**config.mk**
```make
export PLATFORM = sky130hd
export DESIGN_NAME = gspt_position_tx
export DESIGN_NICKNAME = d
export VERILOG_FILES = /design/src/hdl/gspt_pkg.sv /design/src/hdl/gspt_position_tx.sv
export SDC_FILE = /design/constraint.sdc
export NUM_CORES = 1
export LEC_CHECK = 0
export BUFFER_PORTS_ARGS = -buffer_cell sky130_fd_sc_hd__buf_2
export CAP_MARGIN = 15
export CELL_PAD_IN_SITES_DETAIL_PLACEMENT = 1
export CELL_PAD_IN_SITES_GLOBAL_PLACEMENT = 1
export CORE_ASPECT_RATIO = 1.1
export CORE_MARGIN = 2
export CORE_UTILIZATION = 33
export CTS_BUF_LIST = sky130_fd_sc_hd__clkbuf_8 sky130_fd_sc_hd__clkbuf_16
export CTS_CLUSTER_DIAMETER = 80
export DETAILED_ROUTE_END_ITERATION = 10
export PLACE_DENSITY = 0.63
export SYNTH_ARGS = -nofsm -noshare
export SYNTH_HDL_FRONTEND = slang
export SYNTH_SLANG_ARGS = --single-unit
```
**constraint.sdc**
```tcl
create_clock -name clk -period 4.7 [get_ports clk]
set_clock_uncertainty 0.05 [all_clocks]
set_input_delay 0.235 -clock clk [delete_from_list [all_inputs] [get_ports clk]]
set_output_delay 0.235 -clock clk [all_outputs]
set_load 0.005 [all_outputs]
```
**src/hdl/gspt_pkg.sv**
```systemverilog
// Purpose: constants and carrier types of the galvo serial position sender
// Assumes: 20 MHz system clock, 2 MHz link clock made by division
// Notes: register offsets are byte addresses on the plain register port
package gspt_pkg;

   // -------------------------------------------------------------
   // timing
   // -------------------------------------------------------------
   localparam int CLK_PERIOD_NS = 50;
   localparam int LINK_PERIOD_NS = 500;
   localparam int FRAME_US = 10;
   localparam int LINK_HALF = LINK_PERIOD_NS / (2 * CLK_PERIOD_NS);
   localparam int FRAME_CLKS = (FRAME_US * 1000) / LINK_PERIOD_NS;
   localparam logic [2:0] DIV_LAST = 3'(LINK_HALF - 1);
   localparam logic [4:0] LAST_SLOT = 5'(FRAME_CLKS - 1);

   // -------------------------------------------------------------
   // data layout
   // -------------------------------------------------------------
   localparam int POS_W = 24;
   localparam int POS_LSB = 8;
   localparam int STATUS_W = 16;
   localparam int CTRL_FMT_LSB = 14;
   localparam int CTRL_ODD_BIT = 0;
   localparam int STAT_PAR_BIT = 16;
   localparam logic [1:0] FMT_16 = 2'h0;
   localparam logic [1:0] FMT_18 = 2'h1;
   localparam logic [1:0] FMT_20 = 2'h2;
   localparam int INT16_W = 16;
   localparam int INT18_W = 18;
   localparam int INT20_W = 20;

   // -------------------------------------------------------------
   // register offsets and reset values
   // -------------------------------------------------------------
   localparam logic [7:0] OFS_X_POS = 8'h00;
   localparam logic [7:0] OFS_Y_POS = 8'h04;
   localparam logic [7:0] OFS_Z_POS = 8'h08;
   localparam logic [7:0] OFS_CTRL = 8'h0c;
   localparam logic [7:0] OFS_PLANAR_STAT = 8'h10;
   localparam logic [7:0] OFS_HEIGHT_STAT = 8'h14;
   localparam logic [POS_W-1:0] POS_RESET = 24'h000000;
   localparam logic [1:0] FMT_RESET = 2'h0;

   // -------------------------------------------------------------
   // carriers
   // -------------------------------------------------------------
   typedef struct packed {
      logic planarLinkClock;
      logic planarFrameSync;
      logic xPositionLine;
      logic yPositionLine;
   } gspt_planar_s;

   typedef struct packed {
      logic heightLinkClock;
      logic heightFrameSync;
      logic zPositionLine;
   } gspt_height_s;

   typedef struct packed {
      logic parity;
      logic [STATUS_W-1:0] word;
   } gspt_status_s;

endpackage

```
**src/hdl/gspt_position_tx.sv**
```systemverilog
// Purpose: sends x, y, z command positions over a clocked serial link
// Assumes: status lines are asynchronous to clk and are synchronised here
// Notes: data changes on the link clock rising edge, status sampled on fall
`timescale 1ns/1ns
module gspt_position_tx (
   // clock and reset
   input wire logic clk,
   input wire logic nrst,
   // register port
   input wire logic [7:0] regAddr,
   input wire logic [31:0] regWdata,
   input wire logic regWrite,
   input wire logic regRead,
   output logic [31:0] regRdata,
   // planar interface
   output gspt_pkg::gspt_planar_s planarLink,
   input wire logic planarStatusLine,
   // height interface
   output gspt_pkg::gspt_height_s heightLink,
   input wire logic heightStatusLine
);
   import gspt_pkg::*;

   // -------------------------------------------------------------
   // frame builder
   // -------------------------------------------------------------
   // integer field is the untouched top of the signed position
   function automatic logic [FRAME_CLKS-1:0] buildFrame(
      input logic [POS_W-1:0] pos,
      input logic [1:0] fmt,
      input logic odd
   );
      logic [INT16_W-1:0] d16;
      logic [INT18_W-1:0] d18;
      logic [INT20_W-1:0] d20;
      logic [FRAME_CLKS-1:0] f;
      d16 = pos[POS_W-1 -: INT16_W];
      d18 = pos[POS_W-1 -: INT18_W];
      d20 = pos[POS_W-1 -: INT20_W];
      case (fmt)
         FMT_20: begin
            f = d20;
         end
         FMT_18: begin
            f = {1'b0, d18, (^d18) ^ odd};
         end
         default: begin
            f = {3'h0, d16, (^d16) ^ odd};
         end
      endcase
      return f;
   endfunction

   // -------------------------------------------------------------
   // registers
   // -------------------------------------------------------------
   logic [POS_W-1:0] xPos_q;
   logic [POS_W-1:0] yPos_q;
   logic [POS_W-1:0] zPos_q;
   logic [1:0] positionFormatSelect_q;
   logic oddParity_q;
   logic [31:0] rdata_q;
   logic [31:0] rdata_d;

   wire wrX = regWrite && (regAddr == OFS_X_POS);
   wire wrY = regWrite && (regAddr == OFS_Y_POS);
   wire wrZ = regWrite && (regAddr == OFS_Z_POS);
   wire wrCtrl = regWrite && (regAddr == OFS_CTRL);
   wire [POS_W-1:0] wrPos = regWdata[POS_LSB +: POS_W];

   always_ff @(posedge clk or negedge nrst) begin
      if (!nrst) begin
         xPos_q <= POS_RESET;
         yPos_q <= POS_RESET;
         zPos_q <= POS_RESET;
         positionFormatSelect_q <= FMT_RESET;
         oddParity_q <= 1'b0;
      end else begin
         if (wrX) begin
            xPos_q <= wrPos;
         end
         if (wrY) begin
            yPos_q <= wrPos;
         end
         if (wrZ) begin
            zPos_q <= wrPos;
         end
         if (wrCtrl) begin
            positionFormatSelect_q <= regWdata[CTRL_FMT_LSB +: 2];
            oddParity_q <= regWdata[CTRL_ODD_BIT];
         end
      end
   end

   // -------------------------------------------------------------
   // link clock divider and slot counter
   // -------------------------------------------------------------
   logic [2:0] divCnt_q;
   logic [2:0] divCnt_d;
   logic linkClk_q;
   logic [4:0] slot_q;
   logic [4:0] slot_d;
   logic sync_q;

   wire halfDone = (divCnt_q == DIV_LAST);
   wire riseNow = halfDone && !linkClk_q;
   wire fallNow = halfDone && linkClk_q;
   wire lastSlot = (slot_q == LAST_SLOT);
   wire frameStart = riseNow && lastSlot;

   assign divCnt_d = halfDone ? 3'h0 : divCnt_q + 3'h1;
   assign slot_d = lastSlot ? 5'h0 : slot_q + 5'h1;

   always_ff @(posedge clk or negedge nrst) begin
      if (!nrst) begin
         divCnt_q <= 3'h0;
         linkClk_q <= 1'b0;
         slot_q <= LAST_SLOT;
         sync_q <= 1'b0;
      end else begin
         divCnt_q <= divCnt_d;
         if (halfDone) begin
            linkClk_q <= !linkClk_q;
         end
         if (riseNow) begin
            slot_q <= slot_d;
            sync_q <= (slot_d != LAST_SLOT);
         end
      end
   end

   // -------------------------------------------------------------
   // transmit shifters
   // -------------------------------------------------------------
   logic [FRAME_CLKS-1:0] xSh_q;
   logic [FRAME_CLKS-1:0] ySh_q;
   logic [FRAME_CLKS-1:0] zSh_q;

   wire [FRAME_CLKS-1:0] xFrame =
      buildFrame(xPos_q, positionFormatSelect_q, oddParity_q);
   wire [FRAME_CLKS-1:0] yFrame =
      buildFrame(yPos_q, positionFormatSelect_q, oddParity_q);
   wire [FRAME_CLKS-1:0] zFrame =
      buildFrame(zPos_q, positionFormatSelect_q, oddParity_q);

   always_ff @(posedge clk or negedge nrst) begin
      if (!nrst) begin
         xSh_q <= '0;
         ySh_q <= '0;
         zSh_q <= '0;
      end else if (frameStart) begin
         xSh_q <= xFrame;
         ySh_q <= yFrame;
         zSh_q <= zFrame;
      end else if (riseNow) begin
         xSh_q <= {xSh_q[FRAME_CLKS-2:0], 1'b0};
         ySh_q <= {ySh_q[FRAME_CLKS-2:0], 1'b0};
         zSh_q <= {zSh_q[FRAME_CLKS-2:0], 1'b0};
      end
   end

   // -------------------------------------------------------------
   // link outputs, same timing on both interfaces
   // -------------------------------------------------------------
   assign planarLink.planarLinkClock = linkClk_q;
   assign planarLink.planarFrameSync = sync_q;
   assign planarLink.xPositionLine = xSh_q[FRAME_CLKS-1];
   assign planarLink.yPositionLine = ySh_q[FRAME_CLKS-1];
   assign heightLink.heightLinkClock = linkClk_q;
   assign heightLink.heightFrameSync = sync_q;
   assign heightLink.zPositionLine = zSh_q[FRAME_CLKS-1];

   // -------------------------------------------------------------
   // status receive
   // -------------------------------------------------------------
   logic planarMeta_q;
   logic planarSync_q;
   logic heightMeta_q;
   logic heightSync_q;
   logic [FRAME_CLKS-1:0] planarRx_q;
   logic [FRAME_CLKS-1:0] heightRx_q;
   gspt_status_s planarStat_q;
   gspt_status_s heightStat_q;

   wire captureNow = fallNow && lastSlot;

   always_ff @(posedge clk or negedge nrst) begin
      if (!nrst) begin
         planarMeta_q <= 1'b0;
         planarSync_q <= 1'b0;
         heightMeta_q <= 1'b0;
         heightSync_q <= 1'b0;
      end else begin
         planarMeta_q <= planarStatusLine;
         planarSync_q <= planarMeta_q;
         heightMeta_q <= heightStatusLine;
         heightSync_q <= heightMeta_q;
      end
   end

   always_ff @(posedge clk or negedge nrst) begin
      if (!nrst) begin
         planarRx_q <= '0;
         heightRx_q <= '0;
      end else if (fallNow) begin
         planarRx_q <= {planarRx_q[FRAME_CLKS-2:0], planarSync_q};
         heightRx_q <= {heightRx_q[FRAME_CLKS-2:0], heightSync_q};
      end
   end

   // last 17 bits of the frame: status word then its parity
   always_ff @(posedge clk or negedge nrst) begin
      if (!nrst) begin
         planarStat_q <= '0;
         heightStat_q <= '0;
      end else if (captureNow) begin
         planarStat_q <= {planarSync_q, planarRx_q[STATUS_W-1:0]};
         heightStat_q <= {heightSync_q, heightRx_q[STATUS_W-1:0]};
      end
   end

   // -------------------------------------------------------------
   // read path, data valid the cycle after the read strobe only
   // -------------------------------------------------------------
   wire [31:0] ctrlView = {16'h0000, positionFormatSelect_q,
      13'h0000, oddParity_q};
   wire [31:0] planarView = {15'h0000, planarStat_q};
   wire [31:0] heightView = {15'h0000, heightStat_q};

   always_comb begin
      rdata_d = 32'h00000000;
      if (regRead) begin
         case (regAddr)
            OFS_X_POS: begin
               rdata_d = {xPos_q, 8'h00};
            end
            OFS_Y_POS: begin
               rdata_d = {yPos_q, 8'h00};
            end
            OFS_Z_POS: begin
               rdata_d = {zPos_q, 8'h00};
            end
            OFS_CTRL: begin
               rdata_d = ctrlView;
            end
            OFS_PLANAR_STAT: begin
               rdata_d = planarView;
            end
            OFS_HEIGHT_STAT: begin
               rdata_d = heightView;
            end
            default: begin
               rdata_d = 32'h00000000;
            end
         endcase
      end
   end

   always_ff @(posedge clk or negedge nrst) begin
      if (!nrst) begin
         rdata_q <= 32'h00000000;
      end else begin
         rdata_q <= rdata_d;
      end
   end

   assign regRdata = rdata_q;

endmodule

```
; ---- Word level (Yosys, flattened, before mapping)
; Cells that the tools add are included.
[word_totals]
reg_bits = 247
output_inout_bits = 39
wordCells = 71
[classes]
addsub = 2
n_eq_ne = 10
muxes = 13
bitwise = 6
reduce_logical = 17
[ops]
columns = cell, count
row1 = $pmux W32 S6, 1
row2 = $mux W20, 6
row3 = $pmux W20 S2, 3
row4 = $reduce_xor A18 Y1, 3
row5 = $reduce_xor A16 Y1, 3
row6 = $mux W32, 1
row7 = $eq A8 B4 Y1 const B, 2
row8 = $eq A8 B5 Y1 const B, 2
row9 = $eq A8 B3 Y1 const B, 1
row10 = $logic_and A1 B1 Y1, 8
row11 = $logic_not A8 Y1, 1
row12 = $xor A1 B1 Y1, 6
row13 = $add A5 B1 Y5 const B, 1
row14 = $eq A5 B5 Y1 const B, 1
row15 = $mux W5, 1
row16 = $ne A5 B5 Y1 const B, 1
row17 = $add A3 B1 Y3 const B, 1
row18 = $eq A3 B3 Y1 const B, 1
row19 = $mux W3, 1
row20 = $eq A2 B1 Y1 const B, 1
row21 = $eq A2 B2 Y1 const B, 1
row22 = $reduce_bool A2 Y1, 1
row23 = $logic_not A1 Y1, 1

; ---- Depth between registers and ports, before layout
[logic_depth]
word_depth = 4
mapped_depth = 8

; ---- Least setup slack after synthesis
; OpenSTA, ideal clock, no wires.
[synth_path]
path_kind = register to register
startpoint = register slot_q[0]
endpoint = register, netlist name heightStat_q[10]
setup_ps = 125
arrival_ps = 1749
required_ps = 4525
path_slack_ps = 2776
stages_incl_launch_ff = 6
path_buffers = 1
synth_period_minus_slack_ps = 1924
path_cell_list = dfstp_2 ha_1 nand4bb_1 nor2_2 buf_2 mux2_2
[synth_via]
elab_chain_cells = 2
[synth_rtl]
columns = item, line_no
row1 = start: declaration, gspt_position_tx.sv:101  ; logic [4:0] slot_q;
row2 = start signal: assignment, gspt_position_tx.sv:126  ; slot_q <= slot_d;
row3 = $eq A5 B5 Y1, gspt_position_tx.sv:108  ; wire lastSlot = (slot_q == LAST_SLOT);
row4 = $logic_and A1 B1 Y1, gspt_position_tx.sv:185  ; wire captureNow = fallNow && lastSlot;
; Every way passes these cells.
; A chain may end at the register's enable or synchronous reset.

; ---- Final worst setup path
[layout_path]
startpoint = register positionFormatSelect_q[1]
endpoint = register xSh_q[0]
[layout_via]
elab_chain_cells = 3
[layout_rtl]
columns = item, line_no
row1 = start: declaration, gspt_position_tx.sv:60  ; logic [1:0] positionFormatSelect_q;
row2 = start signal: assignment, gspt_position_tx.sv:89  ; positionFormatSelect_q <= regWdata[CTRL_FMT_LSB +: 2];
row3 = $eq A2 B1 Y1 or $eq A2 B2 Y1 (tied branches), gspt_position_tx.sv:40  ; case (fmt)
row4 = $pmux W20 S2 *, gspt_position_tx.sv:40
row5 = $mux W20 *, gspt_position_tx.sv:151  ; end else if (frameStart) begin
row6 = end signal: assignment, gspt_position_tx.sv:152  ; xSh_q <= xFrame;
row7 = end signal: assignment, gspt_position_tx.sv:156  ; xSh_q <= {xSh_q[FRAME_CLKS-2:0], 1'b0};
row8 = end: declaration, gspt_position_tx.sv:135  ; logic [FRAME_CLKS-1:0] xSh_q;
; Every way passes the cells marked *; elsewhere a longest branch is shown, timed or not.

==> out/metrics.cfg <==
[sta]
final_hold_viol_count = 0
fmax_mhz = 387
tightest_slew_ps = 959
layout_min_cycle_time_ps = 2580
maxSlewHeadroom_pct = 36.0
holdWs_ps = 80.2
fin_tns_setup_ps = 0
fin_crit_sh_pct = 54.9
slew_violations = 0
setup_viol_count_final = 0
rsz0062_at_grt = false

[clock_tree]
cts_max_level = 1
cts_tree = done
clk_latency_ps = 560
post_cts_resized = 0
cts_buffers = 29
clockRootBuffer = clkbuf_16
post_cts_buffers = 0
clock-sinks = 247
clk_path_buf_depth = 3
clk_pin_slew_worst_paths_ps = 60

[grt]
grt_overflow = 0
grt_usage_pct = 17.0
grt_max_degree = 121
grt_pass1_wl_mm = 50.8
antenna_found_initial = 0
grt_pass1_vias = 8849

[worst_setup_path]
end_kind = flip-flop
critPathRequiredTime_ps = 5130
critPathKind = reg -> reg
crit_buf_inv = 2
r2r_slack_ps = 2120
setup.worst_path.start_class = flip-flop
cpPeakStageDelay_ps = 600
crit_family = XOR/XNOR gates
cp_max_fo = 31
slowest_stage = ha_2
cp_data_arrival_time_ps = 3010
path_cells = inv_1, ha_2, buf_4, nand2_1, xnor2_1, xnor3_1, o21ai_1

[placed_design]
dpl.hpwl_mm = 19.3
gp_congestion = 0.747
portBuffers = 77

[synth]
syn_avg_cell_area_um2 = 11.5
syn_area_um2 = 11800
synth.yosys.seq_area_share_pct = 52.2
async_reset_ff_share_pct = 100
synth-main-ff-cell = dfrtp_1
yosys_register_bits = 247
synth.distinct_cells = 44
postSynthCellCount = 1034
synth_edf_count = 0
yosys_warnings = 0
syn_nets = 1086

[floorplanning]
die_h_um = 203
rows = 72
chipWidth_um = 185
ios = 85
start_util_pct = 33.5
die_area_um2 = 37400
core_um2 = 35300

[detailed_routing]
wl_per_cell_um = 19.3
dr.first_iter.drc_count = 402
dr_total_vias = 8239
wirelength_mm = 31.1
via_per_inst = 5.12
dr.pass1.iters = 5
detail-route-antenna-nets = 0
drc = 0

[final_layout]
antennaDiodeCount = 0
multiInputGateArea_um2 = 5270
n_fill_cell = 3860
drive_gt1_share_pct = 23.6
layout.nets = 1159
seq_area_um2 = 6180
area_delta_synth_final_pct = 18.8

[power_and_ir_drop]
p_leak_nw = 6.51
power.density_nw_per_um2 = 373
peakVddDrop_mv = 0.313

[run]
max_cap_viol_count = 0

[worst_hold_path]
hold_path_class = in -> reg

[outcome]
outcome = completed

-- cells in the mapped netlist, drive strengths merged, types with 3 or more instances --
cell type | instances | area (um2)
dfstp | 3 | 78.8
a22oi | 28 | 210
a21oi | 111 | 556
xnor2 | 33 | 312
nand2 | 26 | 97.6
nor2b | 49 | 307
xor2 | 17 | 149
mux2i | 11 | 110
and3 | 4 | 25.0
inv | 7 | 26.3
nor2 | 89 | 339
and2b | 3 | 22.5
ha | 6 | 75.1
a221oi | 48 | 420
mux2 | 161 | 1810
o21ai | 18 | 90.1
nor3 | 57 | 295
o22ai | 3 | 18.8
xnor3 | 3 | 67.6
dfrtp | 244 | 6110
nand4 | 4 | 31.3
nand3 | 8 | 45.0
clkbuf | 46 | 173
buf | 37 | 224
mux4 | 7 | 158
-- worst reg2reg max path, cell delays in order (launching register included) --
cell	delay [ps]
dfrtp_1	430
inv_1	80
ha_2	600
buf_4	460
nand2_1	120
xnor2_1	160
xnor3_1	450
o21ai_1	140
-- per-layer routing --
layer,GRT usage [%],vias to the layer above,routed length [um]
met5,0,-,0
met4,3.20,0,549
met3,2.30,37,937
met2,28.6,119,15100
met1,23.7,4219,14500
li1,-,3864,-
-- state kept, by name, summed over array words and instances, names as in the netlist, 2 cells and up --
signal                  cells
planarRx_q                 16
divCnt_q                    3
yPos_q                     24
heightStat_q               17
planarStat_q               17
xPos_q                     24
zSh_q                      20
zPos_q                     24
ySh_q                      20
positionFormatSelect_q      2
regRdata                   32
heightRx_q                 16
xSh_q                      20
slot_q                      5
-- layout make-up --
| class | instances | share of cell area [%] |
|---|---|---|
| Clock buffer | 33 | 5.55 |
| Clock inverter | 20 | 2.50 |
| Inverter | 7 | 0.187 |
| Multi-Input combinational cell | 697 | 37.4 |
| Sequential cell | 247 | 44.0 |
| Tap cell | 481 | 4.28 |
| Timing Repair Buffer | 125 | 6.10 |
-- placed cells by master (no fill, tap or decap), drive strengths merged, types with 6 or more instances in the layout --
cell type / synthesis / final
a21oi: 111 / 111
a221oi: 48 / 48
a22oi: 28 / 28
buf: 37 / 94
bufinv: 0 / 9
clkbuf: 46 / 33
clkinv: 0 / 7
dfrtp: 244 / 244
dlygate4sd3: 0 / 31
ha: 6 / 6
inv: 7 / 10
mux2: 161 / 161
mux2i: 11 / 11
mux4: 7 / 7
nand2: 26 / 26
nand3: 8 / 8
nor2: 89 / 89
nor2b: 49 / 49
nor3: 57 / 57
o21ai: 18 / 18
xnor2: 33 / 33
xor2: 17 / 17
-- report_power, final --
part,switching (mW),internal (mW)
combinational,0.208,0.183
clock,0.943,1.69
sequential,0.0583,2.16
-- worst paths after layout --
check	start	endpoint	depth (start not counted)
setup reg to reg	positionFormatSelect_q[1]	xSh_q[0]	7
max in group asynchronous	nrst	yPos_q[15]	3
hold / removal	regAddr[4]	regRdata[0]	3
hold reg to reg	heightMeta_q	heightSync_q	0
setup / recovery	positionFormatSelect_q[1]	xSh_q[0]	7
min in group asynchronous	nrst	xSh_q[19]	2
-- per-stage QoR --
stage	std cells	cell area, um2	worst slack (ps)	util (%)	power, mW
finish	1610	14100	2120	39.8	5.24
global route	1610	14100	1900	39.8	5.44
CTS	1610	14100	2100	39.8	5.31
detailed placement	1526	12600	2120	35.8	2.64
global placement	1526	12600	2140	35.8	2.63
floorplan	1034	11800	2780	-	2.48
-- timing repair --
item,4_1_cts,5_1_grt
hold buffers,31,0
setup endpoints to repair,0,0
hold endpoints to repair,195,0
-- cells by family (layout without fill, tap and decap cells) --
family	after synthesis	count (layout)	share of synthesized area (%)
buffers and inverters	90	185	3.57
muxes	179	179	17.6
DFF	247	247	52.2
AOI/OAI and AO/OA	211	211	11.2
and+or+nand+nor	248	248	10.4
xor gates and xnor gates	53	53	4.46
adders and majority gates	6	6	0.634
Note: power is estimated with default switching activity, not from simulation.
